### src/accel_resp_cfg.svh
// Constants for the status and acceleration response builder
`ifndef ACCEL_RESP_CFG_SVH
`define ACCEL_RESP_CFG_SVH

// Command codes and the broadcast address
`define CMD_STATUS      4'h1
`define CMD_ACCEL       4'h2
`define ADDR_GLOBAL     4'h0

// Response lengths in bits
`define LEN_TRUNC8      5'h08
`define LEN_TRUNC9      5'h09
`define LEN_FULL        5'h0A
`define LEN_LONG        5'h10

// Acceleration codes, offset binary
`define ACCEL_ERROR     10'h000
`define ACCEL_MIN       10'h001
`define ACCEL_ZERO_G    10'h200

// Register byte offsets
`define OFS_CTRL        8'h00
`define OFS_SETUP       8'h04
`define OFS_STATUS      8'h08
`define OFS_ACCEL       8'h0C
`define OFS_COUNT       8'h10

// Control register fields and reset value
`define CTRL_ADDR_LSB   0
`define CTRL_ENH_BIT    4
`define CTRL_CLOSE_BIT  5
`define CTRL_RESET      8'h00

// Setup register fields and reset value
`define SETUP_TAG_LSB   0
`define SETUP_FUSE_LSB  2
`define SETUP_RESET     8'h00

// Status register bit positions
`define STAT_FAULT_BIT  0
`define STAT_SELF_BIT   1
`define STAT_OTP_BIT    2
`define STAT_CAP_BIT    3
`define STAT_CLOSE_BIT  4

`endif

### src/accel_resp_pkg.sv
// Types shared by the response builder and its users
package accel_resp_pkg;

  // One received command frame, already checked by the framer
  typedef struct packed {
    logic       crcOk;
    logic       enhanced;
    logic       longFmt;
    logic [4:0] len;
    logic [7:0] data;
    logic [3:0] addr;
    logic [3:0] code;
  } cmd_t;

  // One response frame, right aligned in data
  typedef struct packed {
    logic        longFmt;
    logic [4:0]  len;
    logic [15:0] data;
  } resp_t;

  // Device condition flags from neighbouring logic
  typedef struct packed {
    logic fault;
    logic selfcheck;
    logic otpWrite;
  } flags_t;

  // Avalon-MM slave request
  typedef struct packed {
    logic [7:0]  address;
    logic        read;
    logic        write;
    logic [31:0] writedata;
    logic [3:0]  byteenable;
  } avs_req_t;

  // Whole state of the builder
  typedef struct packed {
    logic        ack;
    logic [31:0] rdata;
    logic [3:0]  devAddr;
    logic        enhEn;
    logic        chainClose;
    logic [1:0]  tagBits;
    logic [1:0]  fuseBits;
    logic        capMeta;
    logic        capLow;
    logic        respValid;
    resp_t       resp;
    logic [9:0]  accelSnap;
    logic [15:0] respCount;
    logic [15:0] dropCount;
  } state_t;

endpackage : accel_resp_pkg

### src/accel_squeeze.sv
// Acceleration result truncation with zero substitution
`timescale 1ns/10ps
`include "accel_resp_cfg.svh"

module accel_squeeze (
  input  wire logic [9:0] raw,
  input  wire logic [4:0] len,
  output logic      [9:0] value
);

  // Drop low bits for 8 and 9 bit frames; a good reading never becomes zero
  always_comb begin
    value = raw;
    if (len == `LEN_TRUNC8) begin
      value = {2'h0, raw[9:2]};
    end else if (len == `LEN_TRUNC9) begin
      value = {1'h0, raw[9:1]};
    end
    if (raw != `ACCEL_ERROR && value == `ACCEL_ERROR) begin
      value = `ACCEL_MIN;
    end
  end

endmodule : accel_squeeze

### src/accel_status_response_builder.sv
// Status and acceleration command handling with Avalon-MM registers
//
// How it works
// - Fault flag reads 1 on internal error, 0 otherwise, both responses.
// - Status carries chain switch close request, 1 closed, 0 open.
// - Self-check running bit is 1 while self-test circuitry is active.
// - Reserve capacitor low comparator sets its status bit.
// - OTP write allowed bit shows user OTP programming enable.
// - Host tag bits come from the device setup register.
// - Long status: address 15:12, zeros 11:8, flags in 7:0.
// - Short response length follows received command length, zero padded; long is 16.
// - Command code 0010 decodes as acceleration read.
// - Standard formats always; enhanced formats only once enabled.
// - Acceleration read to broadcast address 0000 gets no answer.
// - Acceleration read answered only when address matches ours.
// - Command data bits serve the CRC only, nothing else.
// - Long acceleration: address, zero, fault flag, ten result bits.
// - Short lengths 8, 9, 12 carry 8, 9, 10 bits, extras above.
// - Fewer than ten result bits drops the low bits.
// - Truncation of a good reading to zero sends 1 instead.
// - Result is offset binary, zero g at mid code, all ones max.
// - Code 1 is most negative; code 0 only reports sensor error.
// - Command code 0001 decodes as status request.
// - Short status: zeros 14:8, flags in 7:0.
`timescale 1ns/10ps
`include "accel_resp_cfg.svh"

module accel_status_response_builder (
  input  wire logic                      clock,
  input  wire logic                      rst,
  // Avalon-MM slave
  input  wire accel_resp_pkg::avs_req_t  avsReq,
  output logic                [31:0]     avsReaddata,
  output logic                           avsWaitrequest,
  // Command frames from the link framer
  input  wire logic                      cmdValid,
  input  wire accel_resp_pkg::cmd_t      cmd,
  // Device condition flags and sensor result
  input  wire accel_resp_pkg::flags_t    flags,
  input  wire logic                      capLowPin,
  input  wire logic                [9:0] accelResult,
  // Response frames to the link framer
  output logic                           respValid,
  output accel_resp_pkg::resp_t          resp,
  output logic                           chainSwitchClose
);

  import accel_resp_pkg::*;

  state_t     state_reg;
  state_t     state_next;
  logic [9:0] squeezed;
  logic       isStatus;
  logic       isAccel;
  logic       addrMatch;
  logic       formatOk;
  logic       answer;
  logic [7:0] flagByte;
  logic [14:0] shortAccel;
  logic [15:0] lenMask;
  logic       busAccess;

  // Result truncated to the length of the received frame
  // low bits dropped
  accel_squeeze squeeze (
    .raw   (accelResult),
    .len   (cmd.len),
    .value (squeezed)
  );

  // Command classification
  always_comb begin
    isStatus  = (cmd.code == `CMD_STATUS);
    isAccel   = (cmd.code == `CMD_ACCEL);
    addrMatch = (cmd.addr == state_reg.devAddr) &&
                (cmd.addr != `ADDR_GLOBAL);
    formatOk  = !cmd.enhanced || state_reg.enhEn;
    answer    = cmdValid && cmd.crcOk && addrMatch && formatOk &&
                (isStatus || isAccel);
  end

  // Shared status flag byte, lowest bit always zero
  always_comb begin
    flagByte = 8'h00;
    flagByte[7] = flags.otpWrite;
    flagByte[6] = state_reg.capLow;
    flagByte[5] = flags.selfcheck;
    flagByte[4] = state_reg.chainClose;
    flagByte[3:2] = state_reg.tagBits;
    flagByte[1] = flags.fault;
  end

  // Full short acceleration word; the length mask trims it later
  always_comb begin
    shortAccel = {state_reg.fuseBits[1], state_reg.fuseBits[0],
                  flags.selfcheck, 1'h0, flags.fault, squeezed};
  end

  // Ones in the low cmd.len bits; longer frames keep all sixteen
  always_comb begin
    if (cmd.len >= `LEN_LONG) begin
      lenMask = 16'hFFFF;
    end else begin
      lenMask = ~(16'hFFFF << cmd.len);
    end
  end

  // Avalon request present this cycle
  assign busAccess = avsReq.read || avsReq.write;

  // Next state of the whole block
  always_comb begin
    state_next = state_reg;

    // Comparator pin crosses in through two flops
    // synchronised comparator
    state_next.capMeta = capLowPin;
    state_next.capLow  = state_reg.capMeta;

    // Sensor result held for software inspection
    // offset binary kept raw
    state_next.accelSnap = accelResult;

    // Response pulse lasts one cycle
    state_next.respValid = 1'b0;

    // Build the response frame
    if (answer) begin
      state_next.respValid    = 1'b1;
      state_next.resp.longFmt = cmd.longFmt;
      state_next.resp.len     = cmd.longFmt ? `LEN_LONG : cmd.len;
      if (state_reg.respCount != 16'hFFFF) begin
        state_next.respCount = state_reg.respCount + 16'h0001;
      end
      if (isStatus) begin
        if (cmd.longFmt) begin
          state_next.resp.data = {state_reg.devAddr, 4'h0, flagByte};
        end else begin
          state_next.resp.data = {8'h00, flagByte} & lenMask;
        end
      end else begin
        if (cmd.longFmt) begin
          state_next.resp.data = {state_reg.devAddr, 1'h0,
                                  flags.fault, accelResult};
        end else begin
          state_next.resp.data = {1'h0, shortAccel} & lenMask;
        end
      end
    end else if (cmdValid && (isStatus || isAccel)) begin
      // Counted so software can see dropped commands
      if (state_reg.dropCount != 16'hFFFF) begin
        state_next.dropCount = state_reg.dropCount + 16'h0001;
      end
    end

    // Bus slave: one wait cycle, then the answer
    if (state_reg.ack) begin
      state_next.ack = 1'b0;
      if (avsReq.write && avsReq.byteenable[0]) begin
        unique case (avsReq.address)
          `OFS_CTRL: begin
            state_next.devAddr =
              avsReq.writedata[`CTRL_ADDR_LSB +: 4];
            state_next.enhEn = avsReq.writedata[`CTRL_ENH_BIT];
            state_next.chainClose =
              avsReq.writedata[`CTRL_CLOSE_BIT];
          end
          `OFS_SETUP: begin
            state_next.tagBits =
              avsReq.writedata[`SETUP_TAG_LSB +: 2];
            state_next.fuseBits =
              avsReq.writedata[`SETUP_FUSE_LSB +: 2];
          end
          `OFS_COUNT: begin
            // Any write with byte 0 enabled clears both counters
            state_next.respCount = 16'h0000;
            state_next.dropCount = 16'h0000;
          end
          default: begin
            // Read only or unmapped: ignored
          end
        endcase
      end
    end else if (busAccess) begin
      state_next.ack   = 1'b1;
      state_next.rdata = 32'h0000_0000;
      unique case (avsReq.address)
        `OFS_CTRL: begin
          state_next.rdata[`CTRL_ADDR_LSB +: 4] = state_reg.devAddr;
          state_next.rdata[`CTRL_ENH_BIT]       = state_reg.enhEn;
          state_next.rdata[`CTRL_CLOSE_BIT]     = state_reg.chainClose;
        end
        `OFS_SETUP: begin
          state_next.rdata[`SETUP_TAG_LSB +: 2]  = state_reg.tagBits;
          state_next.rdata[`SETUP_FUSE_LSB +: 2] = state_reg.fuseBits;
        end
        `OFS_STATUS: begin
          state_next.rdata[`STAT_FAULT_BIT] = flags.fault;
          state_next.rdata[`STAT_SELF_BIT]  = flags.selfcheck;
          state_next.rdata[`STAT_OTP_BIT]   = flags.otpWrite;
          state_next.rdata[`STAT_CAP_BIT]   = state_reg.capLow;
          state_next.rdata[`STAT_CLOSE_BIT] = state_reg.chainClose;
        end
        `OFS_ACCEL: begin
          state_next.rdata[9:0] = state_reg.accelSnap;
        end
        `OFS_COUNT: begin
          state_next.rdata = {state_reg.dropCount, state_reg.respCount};
        end
        default: begin
          // Unmapped reads return zero
        end
      endcase
    end
  end

  // State register; counts saturate rather than wrap so that a
  // long unattended run never shows a misleading small figure
  always_ff @(posedge clock) begin
    if (rst) begin
      state_reg            <= '0;
      state_reg.devAddr    <= 4'(`CTRL_RESET);
      state_reg.tagBits    <= 2'(`SETUP_RESET);
      state_reg.fuseBits   <= 2'(`SETUP_RESET);
      state_reg.accelSnap  <= `ACCEL_ZERO_G;
    end else begin
      state_reg <= state_next;
    end
  end

  // Outputs straight from the state, waitrequest from the state and the live request
  assign respValid        = state_reg.respValid;
  assign resp             = state_reg.resp;
  assign avsReaddata      = state_reg.rdata;
  assign avsWaitrequest   = busAccess && !state_reg.ack;
  assign chainSwitchClose = state_reg.chainClose;

endmodule : accel_status_response_builder

### config.mk
export PLATFORM = sky130hd
export DESIGN_NAME = accel_status_response_builder
export DESIGN_NICKNAME = d
export VERILOG_FILES = /design/src/accel_resp_pkg.sv /design/src/accel_squeeze.sv /design/src/accel_status_response_builder.sv
export VERILOG_INCLUDE_DIRS = /design/src /design/src/src
export SDC_FILE = /design/constraint.sdc
export NUM_CORES = 1
export LEC_CHECK = 0
export BUFFER_PORTS_ARGS = -buffer_cell sky130_fd_sc_hd__buf_2
export CORE_MARGIN = 3
export CORE_UTILIZATION = 50
export CTS_BUF_LIST = sky130_fd_sc_hd__clkbuf_8
export DETAILED_ROUTE_END_ITERATION = 10
export PLACE_DENSITY_LB_ADDON = 0.2
export SLEW_MARGIN = 20
export SYNTH_ARGS = -nofsm -noshare
export SYNTH_HDL_FRONTEND = slang
export SYNTH_SLANG_ARGS = --single-unit
### constraint.sdc
create_clock -name clock -period 1.9 [get_ports clock]
set_clock_uncertainty 0.05 [all_clocks]
set_input_delay 0.38 -clock clock [delete_from_list [all_inputs] [get_ports clock]]
set_output_delay 0.38 -clock clock [all_outputs]
set_load 0.005 [all_outputs]
# Yosys cells after proc, flatten, opt, wreduce, memory -nomap -nowiden

Index checks and enable logic that the tools add are counted.
W data, S select, Z words.

$add $sub $neg: 2
$mul: 0
Div/mod/pow operators: 0
Magnitude comparators: 1
Equality and inequality tests: 11
Shift operators: 1
Mux-type cells: 23
Bitwise operators: 4
Reductions and logical operators: 22

Operators by type and width:

| cell                    | count |
|---|---|
| $mux W16                | 9 |
| $mux W32                | 3 |
| $mux W33                | 1 |
| $add A16 B1 Y16 const B | 2 |
| $ne A16 B16 Y1 const B  | 2 |
| $mux W10                | 3 |
| $mux W23                | 1 |
| $mux W22                | 1 |
| $pmux W4 S5             | 1 |
| $and A15 B16 Y16        | 1 |
| $and A8 B16 Y16         | 1 |
| $eq A8 B4 Y1 const B    | 2 |
| $not A16 Y16            | 1 |
| $shl A16 B5 Y16 const A | 1 |
| $eq A5 B4 Y1 const B    | 2 |
| $logic_not A10 Y1       | 1 |
| $reduce_bool A10 Y1     | 1 |
| $logic_and A1 B1 Y1     | 9 |
| $eq A8 B3 Y1 const B    | 1 |
| $eq A8 B5 Y1 const B    | 1 |
| $logic_not A8 Y1        | 1 |
| $pmux W4 S2             | 1 |
| $reduce_and A3 Y1       | 2 |
| $ge A5 B5 Y1 const B    | 1 |
| 12 further kinds        | 15 |

Bits in registers: 110
Bits in latches: 0
Bits in writable memories: 0
Memory bits (read-only): 0
Input port bits: 87
Output and inout bits: 57
Word-level logic and storage cells: 80
Memories: 0

# Logic depth before layout (Yosys ltp)

Depth in word-level cells: 10
Gate-level depth with buffers: 8
Depth with buffers taken out: 6

# Cells and area by module

From an unflattened synthesis, not the netlist that was laid out.

Cell total of the unflattened synthesis: 686
Area, all modules: 5754.3 µm²

By module, submodules not included:

| module                        | instances | cells each | area an instance (µm²) | seq. area each (µm²) |
|---|---|---|---|---|
| accel_status_response_builder | 1         | 634        | 5400.2                 | 2182.1 |
| accel_squeeze                 | 1         | 52         | 354.1                  | 0.0 |

# Worst setup path before layout

Ideal clock, no wire load.

Kind: input to register
Start: input port avsReq[43] in the netlist's numbering
End: register state_reg[10] in the netlist's numbering
Library setup time: 0.129 ns
Arrival: 1.861 ns
Data required time: 1.721 ns
Path slack: -0.140 ns
Cell stages on the path: 8
Path through: nor4_1 and2_1 clkbuf_1 a21oi_1 clkbuf_1 clkbuf_1 nand2_1 mux2i_1

Word-level cells in the longest chain between the ends: 4

Ends and longest elaborated chain:

| what                 | line                                 | text |
|---|---|---|
| from (decl)          | accel_status_response_builder.sv:32  | `input wire accel_resp_pkg::avs_req_t avsReq,` |
| $eq A8 B5 Y1         | accel_status_response_builder.sv:160 | `unique case (avsReq.address)` |
| $mux W32             | accel_status_response_builder.sv:160 |  |
| $mux W32             | accel_status_response_builder.sv:159 | `if (avsReq.write && avsReq.byteenable[0]) begin` |
| $mux W32             | accel_status_response_builder.sv:157 | `if (state_reg.ack) begin` |
| to (signal assigned) | accel_status_response_builder.sv:227 | `state_reg <= state_next;` |
| to (decl)            | accel_status_response_builder.sv:50  | `state_t state_reg;` |

No other way between the ends.
A chain may end at the register's enable or synchronous reset.

# Worst setup path after layout

Start: register state_reg[73] in the netlist's numbering
End: register state_reg (netlist bit resp[3])

Word-level cells in the longest chain between the ends: 5

Ends and longest elaborated chain:

| what                              | line                                | text |
|---|---|---|
| $eq A4 B4 Y1                      | accel_status_response_builder.sv:75 | `addrMatch = (cmd.addr == state_reg.devAddr) &&` |
| $logic_and A1 B1 Y1               | accel_status_response_builder.sv:75 |  |
| $logic_and A1 B1 Y1 (3 in series) | accel_status_response_builder.sv:78 | `answer = cmdValid && cmd.crcOk && addrMatch && formatOk &&` |

No other way between the ends.

==> run summary <==
outcome: finished, violations left
failing checks: negative setup slack
# diodes: 0
VDD IR max: 708 µV
ys async rst share: 0%
core area: 11200 µm²
I/O pin total: 144
gp weighted congestion: 0.929
vias post-DR: 5820
via-per-instance ratio: 5.99
setup TNS: -889 ps
Buffers on Ports: 105
Clock Pin Slew Worst Setup and Hold Paths: 100 ps
Post-Syn Area per Cell: 8.10 µm²
Area Overhead vs Synth: 26.9%
hold bufs inserted after CTS: 0
class of the worst hold path: in2reg
fmax: 0.502 GHz
WP data required: 2130 ps
Worst-Skew Late Latency: 390 ps
Netlist Area Pre-Place: 5880 µm²
Initial Util: 52.6%
register area share after synthesis: 37.1%
period utilisation layout: 105%
most common cell after layout, fill and taps aside: buf_2
final core utilization: 66.8%
Net count, final: 915
Design Area, Final: 7460 µm²
final hold violations: 0
root buffer selected by CTS: clkbuf_8
Total GRT Usage: 26.1%
Netlist cell types: 66
Final Max Tran Viols: 0
Max-cap violations: 0
largest stage delay on the critical path: 610 ps
total CTS buffers: 9
CP Data Arrival Time: 2220 ps
Worst Path Max Fanout: 5
Die X: 114 µm
Pre-antenna DRT Iters: 4
synthesized flop and latch total: 109
pwr/cell area: 569 nW/µm²
Mapped Cells: 726
first-pass GRT wire length: 27.6 mm
DP HPWL: 12.1 mm
most used cell, CP: buf_6
fill count: 910
WL/cell: 17.8 µm
worst setup path category: reg2reg
Post-Syn Nets: 815
Main synth FF type: dfxtp_1
DRT iter0 DRCs: 470
Leakage Power: 0.00281 µW
unrepaired setup endpoints after global routing: yes
vias in the first global route: 5654
CTS tree: done
number of synthesized flops with an enable pin: 0
startpoint types: register
most frequent cells in the layout: 105 x buf_2, 103 x dfxtp_1, 88 x nand2_1
Tot Pwr: 4240 µW
post-route setup slack: -92.7 ps
post-route ant nets: 0
Die Ht: 114 µm
largest net degree at the start of global routing: 35
global-route congestion overflow total: 0
CTS Sinks: 109
max reg flops: 48
worst hold margin: 141 ps
total wire length: 17.3 mm
crit path cell chain: xnor2_2 -> nand3_4 -> buf_6 -> or4_4 -> buf_6 -> a311oi_2 -> nor3_1
Placed Area: 6660 µm²
Die ar.: 13100 µm²
crit end category: register
warnings from Yosys: 0
Clock Path Buffers: 2
share of cells above drive strength 1: 36.3%
# rows: 38
Final Critical Period: 1990 ps
H-tree levels: 3
Final setup viols: 25
initial antenna violation count: 0
Crit-path slowest cell: or4_4
Remaining DRCs: 0
## worst max-delay path: cells and delay by family, from the launching register on
family / cells / cell delay [ps]
flops: 1 / 340
simple gates: 3 / 820
xor+xnor: 1 / 180
compound gates: 1 / 200
buf+inv: 2 / 300
## Yosys cell counts, types with 3 or more instances
cell	n	share of area (%)
or3_1	6	0.64
a21o_1	4	0.51
inv_1	5	0.32
nand4b_1	3	0.45
o31a_1	3	0.45
a311oi_1	5	0.74
xnor2_1	4	0.60
buf_4	55	7.0
nor4b_1	6	0.89
nor2b_1	13	1.4
and4_1	5	0.74
a211oi_1	6	0.77
nor4_1	14	1.5
buf_1	4	0.26
o31ai_1	8	1.0
nand2b_1	12	1.3
or4_1	9	1.1
nor2_1	35	2.2
a21oi_1	66	5.6
or2_2	4	0.43
nand3b_1	5	0.64
o21ai_0	19	1.6
or4b_1	3	0.51
clkbuf_1	41	2.6
a221o_1	5	0.85
o41ai_2	3	0.83
o21a_1	4	0.51
nor3_1	30	2.6
and3_1	5	0.53
dfxtp_1	109	37
a31oi_1	4	0.43
nand4_1	7	0.74
a32o_1	3	0.51
and2_1	3	0.32
nand3_1	48	4.1
a22oi_1	5	0.64
nand2_1	89	5.7
a221oi_1	7	1.0
o211ai_1	3	0.38
a41oi_1	3	0.45
mux2i_1	21	3.6
buf_2	11	0.94
## area by class of cell
cell class	count	area, µm²	share of cell area (%)
inverters	5	18.8	0.252
clock buffers	11	151	2.03
repair buffers	201	1420	19.1
multi-input cells	500	3460	46.4
flip-flops and latches	109	2190	29.4
well taps	140	175	2.35
clock inverters	5	41.3	0.553
## repair_timing
item	CTS	global route
buffers inserted	13	1
gates cloned	2	1
endpoints found under the setup margin	52	55
resized for setup	44	44
pin swaps	37	23
## metal layers
layer  routed length, µm  GRT usage, %
met5                   0             0
met4                 343          9.11
met3                1180          6.18
met2                8070          40.4
met1                7720          35.6
## metrics by stage
stage                     cells  setup slack, ps
after global routing        971             -160
after floorplan             726            -40.6
after global placement      938             -334
after CTS                   969            -71.4
final                       971            -92.7
after detailed placement    938             -379
## where the power goes
part	leakage, µW	switching (µW)	internal [µW]
Sequential	0.000886	17.9	2310
Combinational	0.00183	307	213
Clock	0.0000926	831	561
Total	0.00281	1160	3090
## cell families after synthesis
logic type	Yosys count	synth area share [%]
flops	109	37.1
compound gates	163	18.7
xor+xnor	5	0.745
simple gates	307	27.8
other cells	1	0.0638
buf+inv	118	11.6
mux	21	3.58
fa+ha+maj	2	0.426
## path summary, 6_finish.rpt
check,cells after the start,start,slack (ps),endpoint
worst max-delay path,7,state_reg[73]$_SDFFE_PP0P_,-90,resp[3]$_SDFFE_PP0P_
worst min-delay path,2,capLowPin,140,state_next[65]$_SDFF_PP0_
worst max register to register,7,state_reg[73]$_SDFFE_PP0P_,-90,resp[3]$_SDFFE_PP0P_
worst min register to register,2,avsReaddata[19]$_SDFFE_PP0P_,400,avsReaddata[19]$_SDFFE_PP0P_
Power figures use the tool's default switching activity.
